[src/core/ucore_pkg.sv]
`default_nettype none

package ucore_pkg;

  // ************************************************************
  // Widths and reset values
  // ************************************************************
  localparam int PC_W    = 10;   // Program counter width.
  localparam int PAGE_W  = 4;    // Page field width.
  localparam int OFS_W   = 6;    // In-page offset width.
  localparam int NIB_W   = 4;    // Nibble width.
  localparam int RAM_AW  = 5;    // Data memory address width.
  localparam int RAM_N   = 32;   // Data memory depth in nibbles.
  localparam int SCAN_W  = 8;    // Scan port width.

  localparam logic [PC_W-1:0]   PC_RESET   = 10'h000;  // Reset address.
  localparam logic [SCAN_W-1:0] SCAN_RESET = 8'hff;    // Scan outputs released.
  localparam logic              AUX_RESET  = 1'b1;     // Aux outputs released.

  // ************************************************************
  // Full opcodes
  // ************************************************************
  localparam logic [7:0] OP_NOP       = 8'h00;
  localparam logic [7:0] OP_CLR_CARRY = 8'h08;
  localparam logic [7:0] OP_SET_CARRY = 8'h09;
  localparam logic [7:0] OP_CLR_SCAN  = 8'h0a;
  localparam logic [7:0] OP_SET_SCAN  = 8'h0b;
  localparam logic [7:0] OP_ADD_WITH_CARRY_MEMORY      = 8'h10;
  localparam logic [7:0] OP_TEST_CY   = 8'h1c;
  localparam logic [7:0] OP_RET       = 8'h1d;
  localparam logic [7:0] OP_CLR_HI    = 8'h24;
  localparam logic [7:0] OP_SET_HI    = 8'h25;
  localparam logic [7:0] OP_STORE_INC = 8'h28;
  localparam logic [7:0] OP_STORE     = 8'h29;
  localparam logic [7:0] OP_CLR_G     = 8'h2c;
  localparam logic [7:0] OP_SET_G     = 8'h2d;
  localparam logic [7:0] OP_CLR_K     = 8'h2e;
  localparam logic [7:0] OP_SET_K     = 8'h2f;

  // ************************************************************
  // Opcode patterns matched on their upper bits
  // ************************************************************
  localparam logic [3:0] PAT_LOAD_LOW = 4'h4;   // 0100nnnn
  localparam logic [3:0] PAT_ADD_IMM  = 4'h6;   // 0110nnnn
  localparam logic [3:0] PAT_LOAD_ACC = 4'h7;   // 0111nnnn
  localparam logic [5:0] PAT_TEST_BIT = 6'h01;  // 000001bb
  localparam logic [5:0] PAT_FAR_CALL = 6'h14;  // 010100aa aaaaaaaa
  localparam logic [5:0] PAT_FAR_BR   = 6'h15;  // 010101aa aaaaaaaa
  localparam logic [5:0] PAT_BIT_CLR  = 6'h16;  // 010110bb
  localparam logic [5:0] PAT_BIT_SET  = 6'h17;  // 010111bb
  localparam logic [1:0] PAT_PAGE_BR  = 2'b10;  // 10oooooo
  localparam logic [1:0] PAT_SHORT_CL = 2'b11;  // 11oooooo

  // ************************************************************
  // Types
  // ************************************************************
  typedef enum logic [4:0] {
    K_NOP       = 5'b00000,
    K_ADD_IMM   = 5'b00001,
    K_ADD_WITH_CARRY_MEMORY      = 5'b00010,
    K_SHORT_CL  = 5'b00011,
    K_FAR_CALL  = 5'b00100,
    K_FAR_BR    = 5'b00101,
    K_PAGE_BR   = 5'b00110,
    K_RET       = 5'b00111,
    K_BIT_CLR   = 5'b01000,
    K_BIT_SET   = 5'b01001,
    K_TEST_BIT  = 5'b01010,
    K_TEST_CY   = 5'b01011,
    K_CLR_CY    = 5'b01100,
    K_SET_CY    = 5'b01101,
    K_CLR_SCAN  = 5'b01110,
    K_SET_SCAN  = 5'b01111,
    K_CLR_G     = 5'b10000,
    K_SET_G     = 5'b10001,
    K_CLR_K     = 5'b10010,
    K_SET_K     = 5'b10011,
    K_CLR_HI    = 5'b10100,
    K_SET_HI    = 5'b10101,
    K_STORE     = 5'b10110,
    K_STORE_INC = 5'b10111,
    K_LOAD_ACC  = 5'b11000,
    K_LOAD_LOW  = 5'b11001
  } op_kind_t;

  typedef enum logic {
    PH_EXEC    = 1'b0,   // First word of an instruction is on the bus.
    PH_OPERAND = 1'b1    // Second word of a two-word instruction is on the bus.
  } phase_t;

  // Architectural state of the core apart from the data memory.
  typedef struct packed {
    phase_t              phase;
    logic                far_call;      // Held first word was a call.
    logic [1:0]          far_hi;        // Held top two target bits.
    logic [PC_W-1:0]     pc;            // Page above offset.
    logic [PC_W-1:0]     stack_top;
    logic [PC_W-1:0]     stack_second;
    logic [NIB_W-1:0]    acc;
    logic                ptr_hi;
    logic [NIB_W-1:0]    ptr_lo;
    logic                carry;
    logic                skip;
    logic                prev_hi_op;    // Previous fetch was a pointer-high set or clear.
    logic [SCAN_W-1:0]   scan;
    logic                aux_g;
    logic                aux_k;
  } core_state_t;

  // Data memory write request.
  typedef struct packed {
    logic              we;
    logic [RAM_AW-1:0] addr;
    logic [NIB_W-1:0]  wdata;
  } ram_req_t;

endpackage : ucore_pkg

`default_nettype wire

[src/core/nibble_core.sv]
`default_nettype none

module nibble_core
(
  input  wire logic                          clk,          // System clock, 50 MHz.
  input  wire logic                          resetn,       // Asynchronous reset, active low.
  output logic [ucore_pkg::PC_W-1:0]         rom_addr,     // Program memory address.
  input  wire logic [7:0]                    rom_data,     // Program byte at rom_addr.
  output logic [ucore_pkg::SCAN_W-1:0]       scan_port,    // Key scan outputs.
  output logic                               aux_g,        // First single-bit output.
  output logic                               aux_k,        // Second single-bit output.
  output logic [ucore_pkg::NIB_W-1:0]        accumulator,  // Accumulator.
  output logic                               carry_flag,   // Carry flag.
  output logic                               skip_flag,    // Skip flag.
  output logic                               pointer_high, // Pointer high bit.
  output logic [ucore_pkg::NIB_W-1:0]        pointer_low,  // Pointer low nibble.
  output logic [ucore_pkg::PC_W-1:0]         return_stack_top // Stack level 0.
);

  // ************************************************************
  // Decoding
  // ************************************************************

  // Classify a program byte; used for execution and for skipping.
  function automatic ucore_pkg::op_kind_t decode(input logic [7:0] op);
    ucore_pkg::op_kind_t k;
    k = ucore_pkg::K_NOP;
    if (op[7:6] == ucore_pkg::PAT_SHORT_CL)       k = ucore_pkg::K_SHORT_CL;
    else if (op[7:6] == ucore_pkg::PAT_PAGE_BR)   k = ucore_pkg::K_PAGE_BR;
    else if (op[7:4] == ucore_pkg::PAT_ADD_IMM)   k = ucore_pkg::K_ADD_IMM;
    else if (op[7:4] == ucore_pkg::PAT_LOAD_ACC)  k = ucore_pkg::K_LOAD_ACC;
    else if (op[7:4] == ucore_pkg::PAT_LOAD_LOW)  k = ucore_pkg::K_LOAD_LOW;
    else if (op[7:2] == ucore_pkg::PAT_FAR_CALL)  k = ucore_pkg::K_FAR_CALL;
    else if (op[7:2] == ucore_pkg::PAT_FAR_BR)    k = ucore_pkg::K_FAR_BR;
    else if (op[7:2] == ucore_pkg::PAT_BIT_CLR)   k = ucore_pkg::K_BIT_CLR;
    else if (op[7:2] == ucore_pkg::PAT_BIT_SET)   k = ucore_pkg::K_BIT_SET;
    else if (op[7:2] == ucore_pkg::PAT_TEST_BIT)  k = ucore_pkg::K_TEST_BIT;
    else if (op == ucore_pkg::OP_ADD_WITH_CARRY_MEMORY)            k = ucore_pkg::K_ADD_WITH_CARRY_MEMORY;
    else if (op == ucore_pkg::OP_TEST_CY)         k = ucore_pkg::K_TEST_CY;
    else if (op == ucore_pkg::OP_RET)             k = ucore_pkg::K_RET;
    else if (op == ucore_pkg::OP_CLR_CARRY)       k = ucore_pkg::K_CLR_CY;
    else if (op == ucore_pkg::OP_SET_CARRY)       k = ucore_pkg::K_SET_CY;
    else if (op == ucore_pkg::OP_CLR_SCAN)        k = ucore_pkg::K_CLR_SCAN;
    else if (op == ucore_pkg::OP_SET_SCAN)        k = ucore_pkg::K_SET_SCAN;
    else if (op == ucore_pkg::OP_CLR_G)           k = ucore_pkg::K_CLR_G;
    else if (op == ucore_pkg::OP_SET_G)           k = ucore_pkg::K_SET_G;
    else if (op == ucore_pkg::OP_CLR_K)           k = ucore_pkg::K_CLR_K;
    else if (op == ucore_pkg::OP_SET_K)           k = ucore_pkg::K_SET_K;
    else if (op == ucore_pkg::OP_CLR_HI)          k = ucore_pkg::K_CLR_HI;
    else if (op == ucore_pkg::OP_SET_HI)          k = ucore_pkg::K_SET_HI;
    else if (op == ucore_pkg::OP_STORE)           k = ucore_pkg::K_STORE;
    else if (op == ucore_pkg::OP_STORE_INC)       k = ucore_pkg::K_STORE_INC;
    return k;
  endfunction

  // ************************************************************
  // State and datapath signals
  // ************************************************************
  ucore_pkg::core_state_t        cur;       // Registered state.
  ucore_pkg::core_state_t        next_st;   // Next state.
  ucore_pkg::op_kind_t           kind;      // Class of the byte on the bus.
  ucore_pkg::ram_req_t           ram_req;   // Data memory request.
  logic [ucore_pkg::NIB_W-1:0]   ram_rdata; // Addressed nibble.
  logic [ucore_pkg::NIB_W-1:0]   bit_mask;  // One-hot selected bit.
  logic [4:0]                    sum_imm;   // Accumulator plus immediate.
  logic [4:0]                    sum_mem;   // Accumulator plus memory plus carry.
  logic [ucore_pkg::PC_W-1:0]    pc_inc;    // Address after this word.
  logic                          run;       // First word executes this cycle.

  assign kind     = decode(rom_data);
  assign run      = (cur.phase == ucore_pkg::PH_EXEC) && !cur.skip;
  assign bit_mask = 4'h1 << rom_data[1:0];
  assign sum_imm  = {1'b0, cur.acc} + {1'b0, rom_data[3:0]};
  assign sum_mem  = {1'b0, cur.acc} + {1'b0, ram_rdata} + {4'h0, cur.carry};
  assign pc_inc   = cur.pc + 10'h001;

  // ************************************************************
  // Next-state logic
  // ************************************************************

  // One word is consumed per clock, or two when a long form is skipped; executed long forms take two clocks.
  always_comb
  begin
    next_st       = cur;
    ram_req.addr  = {cur.ptr_hi, cur.ptr_lo};
    ram_req.we    = 1'b0;
    ram_req.wdata = ram_rdata;
    case (cur.phase)
      ucore_pkg::PH_OPERAND:
      begin
        // The operand byte completes the ten-bit target.
        if (cur.far_call)
        begin
          next_st.stack_second = cur.stack_top;
          next_st.stack_top    = pc_inc;
        end
        next_st.pc         = {cur.far_hi, rom_data};
        next_st.phase      = ucore_pkg::PH_EXEC;
        next_st.prev_hi_op = 1'b0;
      end
      default:
      begin
        next_st.prev_hi_op = (kind == ucore_pkg::K_CLR_HI) || (kind == ucore_pkg::K_SET_HI);
        next_st.pc         = pc_inc;
        if (cur.skip)
        begin
          // A suppressed long instruction must also hop its operand byte.
          next_st.skip = 1'b0;
          if ((kind == ucore_pkg::K_FAR_CALL) || (kind == ucore_pkg::K_FAR_BR))
          begin
            next_st.pc = cur.pc + 10'h002;
          end
        end
        else
        begin
          case (kind)
            ucore_pkg::K_ADD_IMM:
            begin
              next_st.acc  = sum_imm[3:0];
              next_st.skip = sum_imm[4];
            end
            ucore_pkg::K_ADD_WITH_CARRY_MEMORY:
            begin
              next_st.acc   = sum_mem[3:0];
              next_st.carry = sum_mem[4];
            end
            ucore_pkg::K_SHORT_CL:
            begin
              // Page stays; only the offset field is replaced.
              next_st.stack_second = cur.stack_top;
              next_st.stack_top    = pc_inc;
              next_st.pc           = {cur.pc[9:6], rom_data[5:0]};
            end
            ucore_pkg::K_FAR_CALL, ucore_pkg::K_FAR_BR:
            begin
              next_st.phase    = ucore_pkg::PH_OPERAND;
              next_st.far_call = (kind == ucore_pkg::K_FAR_CALL);
              next_st.far_hi   = rom_data[1:0];
            end
            ucore_pkg::K_PAGE_BR:
            begin
              next_st.pc = {cur.pc[9:6], rom_data[5:0]};
            end
            ucore_pkg::K_RET:
            begin
              next_st.pc        = cur.stack_top;
              next_st.stack_top = cur.stack_second;
            end
            ucore_pkg::K_BIT_CLR:
            begin
              ram_req.we    = 1'b1;
              ram_req.wdata = ram_rdata & ~bit_mask;
            end
            ucore_pkg::K_BIT_SET:
            begin
              ram_req.we    = 1'b1;
              ram_req.wdata = ram_rdata | bit_mask;
            end
            ucore_pkg::K_TEST_BIT:
            begin
              next_st.skip = ((ram_rdata & bit_mask) == 4'h0);
            end
            ucore_pkg::K_TEST_CY:  next_st.skip  = !cur.carry;
            ucore_pkg::K_CLR_CY:   next_st.carry = 1'b0;
            ucore_pkg::K_SET_CY:   next_st.carry = 1'b1;
            ucore_pkg::K_CLR_SCAN: next_st.scan[cur.ptr_lo[2:0]] = 1'b0;
            ucore_pkg::K_SET_SCAN: next_st.scan[cur.ptr_lo[2:0]] = 1'b1;
            ucore_pkg::K_CLR_G:    next_st.aux_g = 1'b0;
            ucore_pkg::K_SET_G:    next_st.aux_g = 1'b1;
            ucore_pkg::K_CLR_K:    next_st.aux_k = 1'b0;
            ucore_pkg::K_SET_K:    next_st.aux_k = 1'b1;
            ucore_pkg::K_CLR_HI:
            begin
              // Repeated set/clear pairs act once; later ones are dropped.
              if (!cur.prev_hi_op)
              begin
                next_st.ptr_hi = 1'b0;
              end
            end
            ucore_pkg::K_SET_HI:
            begin
              if (!cur.prev_hi_op)
              begin
                next_st.ptr_hi = 1'b1;
              end
            end
            ucore_pkg::K_STORE:
            begin
              ram_req.we    = 1'b1;
              ram_req.wdata = cur.acc;
            end
            ucore_pkg::K_STORE_INC:
            begin
              ram_req.we     = 1'b1;
              ram_req.wdata  = cur.acc;
              next_st.ptr_lo = cur.ptr_lo + 4'h1;
            end
            ucore_pkg::K_LOAD_ACC: next_st.acc    = rom_data[3:0];
            ucore_pkg::K_LOAD_LOW: next_st.ptr_lo = rom_data[3:0];
            default:               next_st.pc     = pc_inc;
          endcase
        end
      end
    endcase
  end

  // State register; outputs come straight from it.
  always_ff @(posedge clk or negedge resetn)
  begin
    if (!resetn)
    begin
      cur       <= '0;
      cur.pc    <= ucore_pkg::PC_RESET;
      cur.scan  <= ucore_pkg::SCAN_RESET;
      cur.aux_g <= ucore_pkg::AUX_RESET;
      cur.aux_k <= ucore_pkg::AUX_RESET;
    end
    else
    begin
      cur <= next_st;
    end
  end

  // ************************************************************
  // Data memory and outputs
  // ************************************************************
  nibble_ram u_ram
  (
    .clk    (clk),
    .resetn (resetn),
    .req    (ram_req),
    .rdata  (ram_rdata)
  );

  assign rom_addr         = cur.pc;
  assign scan_port        = cur.scan;
  assign aux_g            = cur.aux_g;
  assign aux_k            = cur.aux_k;
  assign accumulator      = cur.acc;
  assign carry_flag       = cur.carry;
  assign skip_flag        = cur.skip;
  assign pointer_high     = cur.ptr_hi;
  assign pointer_low      = cur.ptr_lo;
  assign return_stack_top = cur.stack_top;
endmodule // nibble_core

`default_nettype wire

[src/core/nibble_ram.sv]
`default_nettype none

// ************************************************************
// Data memory: 32 nibbles, combinational read, clocked write
// ************************************************************
module nibble_ram
(
  input  wire logic                           clk,     // System clock.
  input  wire logic                           resetn,  // Asynchronous reset, active low.
  input  wire ucore_pkg::ram_req_t            req,     // Address and write request.
  output logic [ucore_pkg::NIB_W-1:0]         rdata    // Nibble at the addressed cell.
);

  typedef struct packed {
    logic [ucore_pkg::RAM_N-1:0][ucore_pkg::NIB_W-1:0] cells;  // Storage.
  } ram_state_t;

  ram_state_t cur;   // Registered copy.
  ram_state_t next_; // Next value of the storage.

  // Write the addressed cell when requested.
  always_comb
  begin
    next_ = cur;
    if (req.we)
    begin
      next_.cells[req.addr] = req.wdata;
    end
  end

  // Clearing at reset keeps simulation free of unknown nibbles.
  always_ff @(posedge clk or negedge resetn)
  begin
    if (!resetn)
    begin
      cur <= '0;
    end
    else
    begin
      cur <= next_;
    end
  end

  // Read is combinational so an instruction sees its operand in one cycle.
  assign rdata = cur.cells[req.addr];

endmodule // nibble_ram

`default_nettype wire

[config.mk]
export PLATFORM = sky130hd
export DESIGN_NAME = nibble_core
export DESIGN_NICKNAME = d
export VERILOG_FILES = /design/src/core/ucore_pkg.sv /design/src/core/nibble_core.sv /design/src/core/nibble_ram.sv
export SDC_FILE = /design/constraint.sdc
export NUM_CORES = 1
export LEC_CHECK = 0
export BUFFER_PORTS_ARGS = -buffer_cell sky130_fd_sc_hd__buf_2
export CORE_MARGIN = 4
export CORE_UTILIZATION = 35
export DETAILED_ROUTE_END_ITERATION = 12
export GPL_ROUTABILITY_DRIVEN = 0
export SYNTH_ARGS = -nofsm -noshare
export SYNTH_HDL_FRONTEND = slang
export SYNTH_SLANG_ARGS = --single-unit
[constraint.sdc]
create_clock -name clk -period 3.79 [get_ports clk]
set_input_delay 0.758 -clock clk [delete_from_list [all_inputs] [get_ports clk]]
set_output_delay 0.758 -clock clk [all_outputs]
set_load 0.02 [all_outputs]
==> impl_table.tex, run 1 <==
\begin{tabular}{lr}
\hline
Metric & Value \\
\hline
\multicolumn{2}{l}{\textbf{Status}} \\
Outcome & finished clean \\
\multicolumn{2}{l}{\textbf{Global route}} \\
Global-route wire length before repair & 46100 um \\
Met2 Track Usage GR & 28.8\% \\
Met3 Resource Use GR & 2.90\% \\
Most used routing layer & met2 \\
Overflow left after global routing & 0 \\
GRT met1 Usage & 26.4\% \\
Total global-route track usage & 18.4\% \\
Largest net degree at the start of global routing & 102 \\
Number of global-route vias before repair & 8026 \\
Antenna violations before repair & 0 \\
\multicolumn{2}{l}{\textbf{Routing}} \\
Number of nets still failing antenna checks after routing & 0 \\
Number of design-rule violations left by the first detailed-router iteration & 720 \\
Avg WL per Cell & 18.9 um \\
Iteration count of the initial detailed-routing pass & 5 \\
Routed wire length & 28400 um \\
Routed vias/inst & 5.55 \\
Detailed-route via count & 8355 \\
Residual DRC count & 0 \\
\multicolumn{2}{l}{\textbf{Logic synthesis}} \\
Adder and majority gate portion of the synthesized area & 2.21\% \\
Dominant combinational cell family by area after synthesis & compound AO/OA/AOI/OAI gates \\
Number of instances in the synthesized netlist & 1102 \\
Register area share after synthesis & 45.7\% \\
Average cell area after synthesis & 9.16 um2 \\
Count of flip-flops with a built-in enable after synthesis & 0 \\
Complex-gate fraction of the synthesized area & 20.0\% \\
Dominant register cell in the synthesized netlist & sky130\_fd\_sc\_hd\_\_dfrtp\_1 \\
Post-synthesis cell area & 10100 um2 \\
XOR/XNOR share of the synthesized area & 1.91\% \\
Synth warn & 0 \\
Mux share of post-synthesis cell area & 7.66\% \\
Ys async rst share & 100\% \\
Post-synthesis cell type count & 70 \\
Net count of the mapped netlist & 1128 \\
Total of flip-flops plus latches after synthesis & 184 \\
Post-synthesis simple-gate area fraction & 16.1\% \\
\multicolumn{2}{l}{\textbf{Floorplan}} \\
Std-Cell Rows & 61 \\
Boundary Pins & 51 \\
Starting density of the core & 36.0\% \\
Floorplan die height & 178 um \\
Placeable core region & 28100 um2 \\
Die width & 178 um \\
Die Outline Area & 31600 um2 \\
\multicolumn{2}{l}{\textbf{Power and ir drop}} \\
Static power due to leakage & 4.86 nW \\
Pwr Total & 7.19 mW \\
Power Density & 636 nW/um2 \\
Max rail drop VDD & 342 uV \\
\multicolumn{2}{l}{\textbf{Worst setup path}} \\
Type of the worst setup path & reg2reg \\
Largest fanout on the critical path & 19 \\
Crit-path cells & buf\_12 > mux4\_2 > nor3\_1 > nor3\_1 > and2\_1 > fa\_1 > a21o\_1 > a21oi\_1 > xor2\_1 > nor2\_1 > a221oi\_1 > a21oi\_1 \\
Required time at the worst-slack endpoint & 4.07 ns \\
Critical Path End Type & flop \\
Longest individual stage delay on the worst path & 0.58 ns \\
Worst R2R End & accumulator[3]\$\_DFFE\_PN0P\_ \\
Data arrival time at the worst-slack endpoint & 3.68 ns \\
R2R depth & 12 \\
Startpoint Class & flop \\
RR Startpoint & pointer\_low[0]\$\_DFFE\_PN0P\_ \\
Slack of the worst reg-to-reg path & 0.39 ns \\
Cell type of the slowest stage on the worst timing path & sky130\_fd\_sc\_hd\_\_dfrtp\_2 \\
\multicolumn{2}{l}{\textbf{STA}} \\
Setup repair after global routing missed its margin & no \\
Upper clock frequency limit & 294 MHz \\
Number of setup violations in the final report & 0 \\
Fin crit share & 89.6\% \\
Final slew viol count & 0 \\
Number of hold violations in the final report & 0 \\
Worst slew margin & 40.2\% \\
Final worst setup slack & 0.392 ns \\
Setup\_tns & 0 ns \\
Min Hold Slack & 0.399 ns \\
Min Tclk post-route & 3.40 ns \\
Actual transition at the worst max-transition pin & 0.895 ns \\
Setup clock skew after layout & 0.0215 ns \\
\multicolumn{2}{l}{\textbf{Worst hold path}} \\
Worst min path class & in2async \\
\multicolumn{2}{l}{\textbf{Placement}} \\
Number of buffer cells added on primary ports & 50 \\
DP HPWL & 20200 um \\
Post-Place Cell Area & 10700 um2 \\
Dpl ws & 0.408 ns \\
\multicolumn{2}{l}{\textbf{Clocking}} \\
Num CTS Buffers & 17 \\
Clock-pin transition on the worst setup and hold timing paths & 0.08 ns \\
Clock tree from TritonCTS & built \\
Clock latency of the later-clocked register in the worst-skew pair & 0.45 ns \\
Hold buffers post-CTS & 0 \\
Buffer depth of the longest clock path & 2 \\
Post-CTS setup repair buffer count & 0 \\
H-tree Lvls & 4 \\
Resized Gates After CTS & 0 \\
Cell chosen for the clock root & sky130\_fd\_sc\_hd\_\_clkbuf\_16 \\
Clk sink count & 184 \\
\multicolumn{2}{l}{\textbf{Final layout}} \\
Antenna diode count & 0 \\
Non-Filler Cell Area, Final & 11300 um2 \\
Share of cells above drive strength 1 & 18.0\% \\
Final layout net count & 1141 \\
Area overhead of the layout relative to synthesis & 12.1\% \\
\multicolumn{2}{l}{\textbf{Run}} \\
Count of maximum capacitance violations & 0 \\
\hline
\end{tabular}
layer usage:
metal / vias up / wire (um)
met2: 277 / 13200
met4: 0 / 507
li1: 3956 / -
met5: - / 0
met3: 41 / 1540
met1: 4081 / 13200
registers in the layout, summed over array words and instances, names as in the netlist, named ones only:
signal,flops
u_ram.cur,128
cur,15
return_stack_top,10
rom_addr,10
accumulator,4
pointer_low,4
aux_g,1
aux_k,1
carry_flag,1
pointer_high,1
skip_flag,1
worst max path at each step:
stage / cells past startpoint / to / start / slack (ns)
3_5_place_dp: 7 / flop / rom_data[4] / 0.41
6_report: 12 / accumulator[3]$_DFFE_PN0P_ / pointer_low[0]$_DFFE_PN0P_ / 0.39
2_1_floorplan: 8 / flop / rom_data[3] / 0.72
3_3_place_gp: 7 / flop / rom_data[4] / 0.43
4_1_cts: 12 / accumulator[3]$_DFFE_PN0P_ / pointer_low[0]$_DFFE_PN0P_ / 0.44
5_1_grt: 13 / accumulator[3]$_DFFE_PN0P_ / pointer_low[1]$_DFFE_PN0P_ / 0.14
power by group:
part / switching, mW / total [mW] / internal, mW
Combinational: 1.79 / 2.84 / 1.05
Clock: 0.851 / 1.76 / 0.907
Sequential: 0.338 / 2.59 / 2.25
synth_stat cells (12+ instances only):
library cell	number	area [um2]
sky130_fd_sc_hd__nand2_1	182	683
sky130_fd_sc_hd__a22oi_1	16	120
sky130_fd_sc_hd__inv_1	18	67.6
sky130_fd_sc_hd__nor2_1	53	199
sky130_fd_sc_hd__buf_4	39	293
sky130_fd_sc_hd__mux2i_1	21	210
sky130_fd_sc_hd__nand3_1	44	220
sky130_fd_sc_hd__mux2_2	36	405
sky130_fd_sc_hd__clkbuf_1	40	150
sky130_fd_sc_hd__ha_1	13	163
sky130_fd_sc_hd__buf_2	18	90.1
sky130_fd_sc_hd__a21oi_1	46	230
sky130_fd_sc_hd__o21ai_0	176	881
sky130_fd_sc_hd__nor3_1	12	60.1
sky130_fd_sc_hd__dfrtp_1	174	4350
critical path: cells and delay by family (launching register included):
kind	cells	cell delay, ns
and+or+nand+nor	4	0.69
buffers and inverters	1	0.21
AOI/OAI and AO/OA	4	0.70
adders and majority gates	1	0.39
muxes	1	0.52
xor gates and xnor gates	1	0.16
DFF	1	0.58
per-stage QoR:
| stage | cells | utilization [%] |
|---|---|---|
| floorplan | 1102 | - |
| global placement | 1474 | 38.2 |
| detailed placement | 1474 | 38.2 |
| CTS | 1506 | 40.3 |
| global route | 1506 | 40.3 |
| finish | 1506 | 40.3 |
cell usage in the layout (no fill, tap or decap), types with 18 or more instances in the layout:
master / count
sky130_fd_sc_hd__nand2_1: 182
sky130_fd_sc_hd__nand3_1: 44
sky130_fd_sc_hd__a21oi_1: 46
sky130_fd_sc_hd__buf_2: 49
sky130_fd_sc_hd__inv_1: 18
sky130_fd_sc_hd__nor2_1: 52
sky130_fd_sc_hd__dfrtp_1: 172
sky130_fd_sc_hd__mux2i_1: 21
sky130_fd_sc_hd__o21ai_0: 176
sky130_fd_sc_hd__mux2_2: 36
sky130_fd_sc_hd__buf_4: 45
cell families (layout without fill, tap and decap cells):
family | Yosys count | in the layout
muxes | 64 | 64
DFF | 184 | 184
AOI/OAI and AO/OA | 334 | 334
adders and majority gates | 16 | 16
xor gates and xnor gates | 22 | 22
buffers and inverters | 126 | 152
and+or+nand+nor | 356 | 356
final cells by class:
class,instances,area (um2)
fillers,2870,16800
repair buffers,100,697
flip-flops and latches,184,4620
inverters,20,75.1
multi-input cells,792,4860
clock inverters,13,138
clock buffers,19,453
well taps,378,473
Power figures use the tool's default switching activity.
==> run 2, diff against run 1 <==
--- a/config.mk
+++ b/config.mk
@@ -5,10 +5,10 @@
 export SDC_FILE = /design/constraint.sdc
 export NUM_CORES = 1
 export LEC_CHECK = 0
-export BUFFER_PORTS_ARGS = -buffer_cell sky130_fd_sc_hd__buf_2
 export CORE_MARGIN = 4
 export CORE_UTILIZATION = 35
 export DETAILED_ROUTE_END_ITERATION = 12
+export DONT_BUFFER_PORTS = 1
 export GPL_ROUTABILITY_DRIVEN = 0
 export SYNTH_ARGS = -nofsm -noshare
 export SYNTH_HDL_FRONTEND = slang
==> constraint.sdc (replaced) <==
create_clock -name clk -period 4.3 [get_ports clk]
set_input_delay 0.86 -clock clk [delete_from_list [all_inputs] [get_ports clk]]
set_output_delay 0.86 -clock clk [all_outputs]
set_load 0.02 [all_outputs]
==> impl_table.tex, run 2 (synthesis gave the netlist of run 1 again) <==
\begin{tabular}{lr}
\hline
Metric & Value \\
\hline
\multicolumn{2}{l}{\textbf{Worst setup path}} \\
Buffers plus inverters on the worst setup path & 0 \\
Largest fanout on the critical path & 34 \\
Cell type of the slowest stage on the worst timing path & sky130\_fd\_sc\_hd\_\_dfrtp\_2 \\
Required time at the worst-slack endpoint & 4.58 ns \\
Crit-path cells & mux2\_2 > a221o\_1 > a221oi\_1 > nor3\_1 > and2\_1 > fa\_1 > a21o\_1 > a21oi\_1 > xor2\_1 > nor2\_1 > a221oi\_1 > a21oi\_1 \\
Type of the worst setup path & reg2reg \\
Startpoint Class & flop \\
Longest individual stage delay on the worst path & 0.85 ns \\
Cell family with the largest share of critical-path delay & compound AO/OA/AOI/OAI gates \\
Critical Path End Type & flop \\
Data arrival time at the worst-slack endpoint & 3.93 ns \\
\multicolumn{2}{l}{\textbf{Floorplan}} \\
Std-Cell Rows & 61 \\
Boundary Pins & 51 \\
Die Outline Area & 31600 um2 \\
Placeable core region & 28100 um2 \\
Die width & 178 um \\
Starting density of the core & 36.0\% \\
Floorplan die height & 178 um \\
\multicolumn{2}{l}{\textbf{Routing}} \\
Number of design-rule violations left by the first detailed-router iteration & 817 \\
Residual DRC count & 0 \\
Avg WL per Cell & 19.7 um \\
Detailed-route via count & 8007 \\
Iteration count of the initial detailed-routing pass & 8 \\
Routed vias/inst & 5.60 \\
Routed wire length & 28300 um \\
Number of nets still failing antenna checks after routing & 0 \\
\multicolumn{2}{l}{\textbf{Global route}} \\
Largest net degree at the start of global routing & 185 \\
Overflow left after global routing & 0 \\
Antenna violations before repair & 0 \\
Global-route wire length before repair & 45600 um \\
Number of global-route vias before repair & 7894 \\
Total global-route track usage & 18.4\% \\
\multicolumn{2}{l}{\textbf{STA}} \\
Actual transition at the worst max-transition pin & 0.962 ns \\
Final worst setup slack & 0.657 ns \\
Setup clock skew after layout & 0.0185 ns \\
Min Hold Slack & 0.119 ns \\
Setup\_tns & 0 ns \\
Upper clock frequency limit & 274 MHz \\
Min Tclk post-route & 3.64 ns \\
Setup repair after global routing missed its margin & no \\
Worst slew margin & 35.4\% \\
Final slew viol count & 0 \\
Number of hold violations in the final report & 0 \\
Fin crit share & 84.7\% \\
Number of setup violations in the final report & 0 \\
\multicolumn{2}{l}{\textbf{Clocking}} \\
Buffer depth of the longest clock path & 2 \\
Clk sink count & 184 \\
Cell chosen for the clock root & sky130\_fd\_sc\_hd\_\_clkbuf\_16 \\
Resized Gates After CTS & 0 \\
Post-CTS setup repair buffer count & 0 \\
Clock-pin transition on the worst setup and hold timing paths & 0.07 ns \\
H-tree Lvls & 4 \\
Clock tree from TritonCTS & built \\
Clock latency of the later-clocked register in the worst-skew pair & 0.44 ns \\
Hold buffers post-CTS & 0 \\
Num CTS Buffers & 17 \\
\multicolumn{2}{l}{\textbf{Status}} \\
Outcome & finished clean \\
\multicolumn{2}{l}{\textbf{Final layout}} \\
Final layout net count & 1066 \\
Commonest cells after routing, fill and taps aside & sky130\_fd\_sc\_hd\_\_nand2\_1 (182), sky130\_fd\_sc\_hd\_\_o21ai\_0 (176), sky130\_fd\_sc\_hd\_\_dfrtp\_1 (171) \\
Register with the highest flop count & u\_ram.cur \\
Most common cell after layout, fill and taps aside & sky130\_fd\_sc\_hd\_\_nand2\_1 \\
Max reg flops & 128 \\
Fraction of the core area covered by cells at the end of the flow & 38.6\% \\
Share of cells above drive strength 1 & 12.1\% \\
Non-Filler Cell Area, Final & 10800 um2 \\
Largest registers & u\_ram.cur x128, cur x15 \\
Area overhead of the layout relative to synthesis & 7.30\% \\
Antenna diode count & 0 \\
Post-route insts no fill & 1431 \\
\multicolumn{2}{l}{\textbf{Placement}} \\
Post-Place Cell Area & 10200 um2 \\
DP HPWL & 19500 um \\
Number of buffer cells added on primary ports & 0 \\
Dpl cells & 1399 \\
Dpl ws & 0.699 ns \\
\multicolumn{2}{l}{\textbf{Power and ir drop}} \\
Pwr Total & 6.18 mW \\
Static power due to leakage & 4.51 nW \\
Max rail drop VDD & 325 uV \\
Power Density & 570 nW/um2 \\
\multicolumn{2}{l}{\textbf{Run}} \\
Count of maximum capacitance violations & 0 \\
\multicolumn{2}{l}{\textbf{Worst hold path}} \\
Worst min path class & in2async \\
\hline
\end{tabular}
[run 2: area by class of cell]
class	count	area [um2]
Multi-Input combinational cell	792	4860
Fill cell	2875	17300
Inverter	20	75.1
Clock inverter	11	158
Timing Repair Buffer	25	188
Clock buffer	21	460
Tap cell	378	473
Sequential cell	184	4620
[run 2: metal layers]
layer  global-route usage, %  wire length [um]  vias up
li1                        -                 -     3791
met1                    25.3             12700     3888
met5                       0                 0        -
met4                    5.61               634        0
met3                    3.79              1920       44
met2                    29.1             13000      284
[run 2: power breakdown]
group	switching (mW)	leakage [nW]	internal (mW)	total (mW)
Sequential	0.512	2.44	1.98	2.50
Combinational	1.27	1.76	0.749	2.02
Clock	0.708	0.307	0.961	1.67
Total	2.49	4.51	3.70	6.18
[run 2: worst paths after layout]
kind	start	endpoint	slack [ns]	depth (start not counted)
max in group asynchronous	resetn	asynchronous set/reset pin	3.82	0
hold reg to reg	u_ram.cur[93]$_DFFE_PN0P_	u_ram.cur[93]$_DFFE_PN0P_	0.48	2
hold / removal	resetn	u_ram.cur[42]$_DFFE_PN0P_	0.12	0
setup / recovery	pointer_low[1]$_DFFE_PN0P_	accumulator[3]$_DFFE_PN0P_	0.66	12
setup reg to reg	pointer_low[1]$_DFFE_PN0P_	accumulator[3]$_DFFE_PN0P_	0.66	12
min in group clk	u_ram.cur[93]$_DFFE_PN0P_	u_ram.cur[93]$_DFFE_PN0P_	0.48	2
==> run 3, diff against run 2 <==
==> constraint.sdc (replaced) <==
create_clock -name clk -period 3.74 [get_ports clk]
set_input_delay 0.748 -clock clk [delete_from_list [all_inputs] [get_ports clk]]
set_output_delay 0.748 -clock clk [all_outputs]
set_load 0.02 [all_outputs]
==> impl_table.tex, run 3 (synthesis gave the netlist of run 1 again) <==
\begin{tabular}{lr}
\hline
Metric & Value \\
\hline
\multicolumn{2}{l}{\textbf{Final layout}} \\
Non-Filler Cell Area, Final & 11000 um2 \\
Share of cells above drive strength 1 & 13.3\% \\
Max reg flops & 128 \\
Commonest cells after routing, fill and taps aside & sky130\_fd\_sc\_hd\_\_nand2\_1 (182), sky130\_fd\_sc\_hd\_\_o21ai\_0 (176), sky130\_fd\_sc\_hd\_\_dfrtp\_1 (171) \\
Most common cell after layout, fill and taps aside & sky130\_fd\_sc\_hd\_\_nand2\_1 \\
Antenna diode count & 0 \\
Number of fillers in the final layout & 2839 \\
Final layout net count & 1084 \\
Register with the highest flop count & u\_ram.cur \\
Area taken by flip-flops and latches & 4620 um2 \\
Area overhead of the layout relative to synthesis & 9.40\% \\
Largest registers & u\_ram.cur x128, cur x15 \\
Multi-input combinational cell area & 4870 um2 \\
\multicolumn{2}{l}{\textbf{Floorplan}} \\
Die width & 178 um \\
Floorplan die height & 178 um \\
Std-Cell Rows & 61 \\
Starting density of the core & 36.0\% \\
Die Outline Area & 31600 um2 \\
Placeable core region & 28100 um2 \\
Boundary Pins & 51 \\
\multicolumn{2}{l}{\textbf{Worst setup path}} \\
Required time at the worst-slack endpoint & 4.03 ns \\
Critical Path End Type & flop \\
Worst Setup SP & pointer\_low[1]\$\_DFFE\_PN0P\_ \\
RR Startpoint & pointer\_low[1]\$\_DFFE\_PN0P\_ \\
Startpoint Class & flop \\
Data arrival time at the worst-slack endpoint & 3.70 ns \\
Type of the worst setup path & reg2reg \\
Largest fanout on the critical path & 20 \\
\multicolumn{2}{l}{\textbf{Routing}} \\
Routed wire length & 29700 um \\
Number of nets still failing antenna checks after routing & 0 \\
Number of design-rule violations left by the first detailed-router iteration & 711 \\
Routed vias/inst & 5.69 \\
Iteration count of the initial detailed-routing pass & 5 \\
Avg WL per Cell & 20.5 um \\
Detailed-route via count & 8238 \\
Residual DRC count & 0 \\
\multicolumn{2}{l}{\textbf{Global route}} \\
Overflow left after global routing & 0 \\
Number of global-route vias before repair & 8106 \\
Antenna violations before repair & 0 \\
Largest net degree at the start of global routing & 66 \\
Global-route wire length before repair & 47200 um \\
Total global-route track usage & 19.0\% \\
\multicolumn{2}{l}{\textbf{Clocking}} \\
H-tree Lvls & 4 \\
Clock-pin transition on the worst setup and hold timing paths & 0.07 ns \\
Cell chosen for the clock root & sky130\_fd\_sc\_hd\_\_clkbuf\_16 \\
Num CTS Buffers & 17 \\
Clk sink count & 184 \\
Clock latency of the later-clocked register in the worst-skew pair & 0.44 ns \\
Clock tree from TritonCTS & built \\
Buffer depth of the longest clock path & 2 \\
\multicolumn{2}{l}{\textbf{STA}} \\
Number of hold violations in the final report & 0 \\
Upper clock frequency limit & 293 MHz \\
Min Hold Slack & 0.150 ns \\
Actual transition at the worst max-transition pin & 0.960 ns \\
Min Tclk post-route & 3.41 ns \\
Final worst setup slack & 0.328 ns \\
Number of setup violations in the final report & 0 \\
Fin crit share & 91.2\% \\
Worst slew margin & 35.9\% \\
Setup repair after global routing missed its margin & no \\
Setup clock skew after layout & 0.0209 ns \\
Setup\_tns & 0 ns \\
Final slew viol count & 0 \\
\multicolumn{2}{l}{\textbf{Power and ir drop}} \\
Static power due to leakage & 4.60 nW \\
Power Density & 653 nW/um2 \\
Max rail drop VDD & 345 uV \\
Pwr Total & 7.22 mW \\
\multicolumn{2}{l}{\textbf{Placement}} \\
Number of buffer cells added on primary ports & 0 \\
Post-Place Cell Area & 10300 um2 \\
DP HPWL & 19500 um \\
Dpl ws & 0.384 ns \\
\multicolumn{2}{l}{\textbf{Status}} \\
Outcome & finished clean \\
\multicolumn{2}{l}{\textbf{Worst hold path}} \\
Worst min path class & in2async \\
\multicolumn{2}{l}{\textbf{Run}} \\
Count of maximum capacitance violations & 0 \\
\hline
\end{tabular}
-- run 3: cell type report --
| cell class | instances | share of cell area, % |
|---|---|---|
| Multi-Input combinational cell | 792 | 44.1 |
| Sequential cell | 184 | 41.8 |
| Tap cell | 378 | 4.28 |
| Clock buffer | 18 | 3.88 |
| Timing Repair Buffer | 43 | 3.62 |
| Clock inverter | 14 | 1.64 |
| Inverter | 20 | 0.679 |
-- run 3: path summary, 6_finish.rpt --
kind,to,slack [ns],depth (start not counted)
hold reg to reg,u_ram.cur[78]$_DFFE_PN0P_,0.48,2
setup reg to reg,accumulator[3]$_DFFE_PN0P_,0.33,13
min in group clk,rom_addr[4]$_DFF_PN0_,0.43,1
max in group asynchronous,cur[30]$_DFFE_PN0P_,2.29,1
setup / recovery,accumulator[3]$_DFFE_PN0P_,0.33,13
hold / removal,pointer_low[3]$_DFFE_PN0P_,0.15,1
-- run 3: stage by stage --
stage	instances	util [%]
after floorplan	1102	-
after global placement	1409	36.7
after detailed placement	1409	36.7
after CTS	1446	39.2
after global routing	1449	39.3
final	1449	39.3
-- run 3: what timing repair did --
item | in CTS | in global routing
hold buffers | 5 | 3
resized for setup | 0 | 1
setup buffers | 0 | 0
endpoints found under the setup margin | 0 | 1
hold endpoints to repair | 54 | 33
-- run 3: power breakdown --
part,internal [mW],leakage [nW],switching [mW]
registers,2.28,2.44,0.484
logic,0.940,1.87,1.65
clock network,0.962,0.288,0.899
total,4.19,4.60,3.03
-- run 3: worst max-delay path, cell delays in order, from the launching register on --
cell and delay [ns]:
sky130_fd_sc_hd__dfrtp_2 0.54, sky130_fd_sc_hd__buf_4 0.33, sky130_fd_sc_hd__mux2i_1 0.20, sky130_fd_sc_hd__o21ai_0 0.09, sky130_fd_sc_hd__a221oi_1 0.36, sky130_fd_sc_hd__o32ai_2 0.18, sky130_fd_sc_hd__and2_1 0.25, sky130_fd_sc_hd__fa_1 0.41
sky130_fd_sc_hd__a21o_1 0.19, sky130_fd_sc_hd__a21oi_1 0.16, sky130_fd_sc_hd__xor2_1 0.16, sky130_fd_sc_hd__nor2_1 0.05, sky130_fd_sc_hd__a221oi_1 0.21, sky130_fd_sc_hd__a21oi_1 0.10
-- run 3: metal layers --
layer  GRT usage (%)  vias to the layer above  part of all wire, %
met5               0                        -                    0
met4            5.61                        0                  2.7
met1            25.8                     4057                   43
met2            30.0                      303                   46
met3            4.96                       50                  7.7
li1                -                     3828                    -
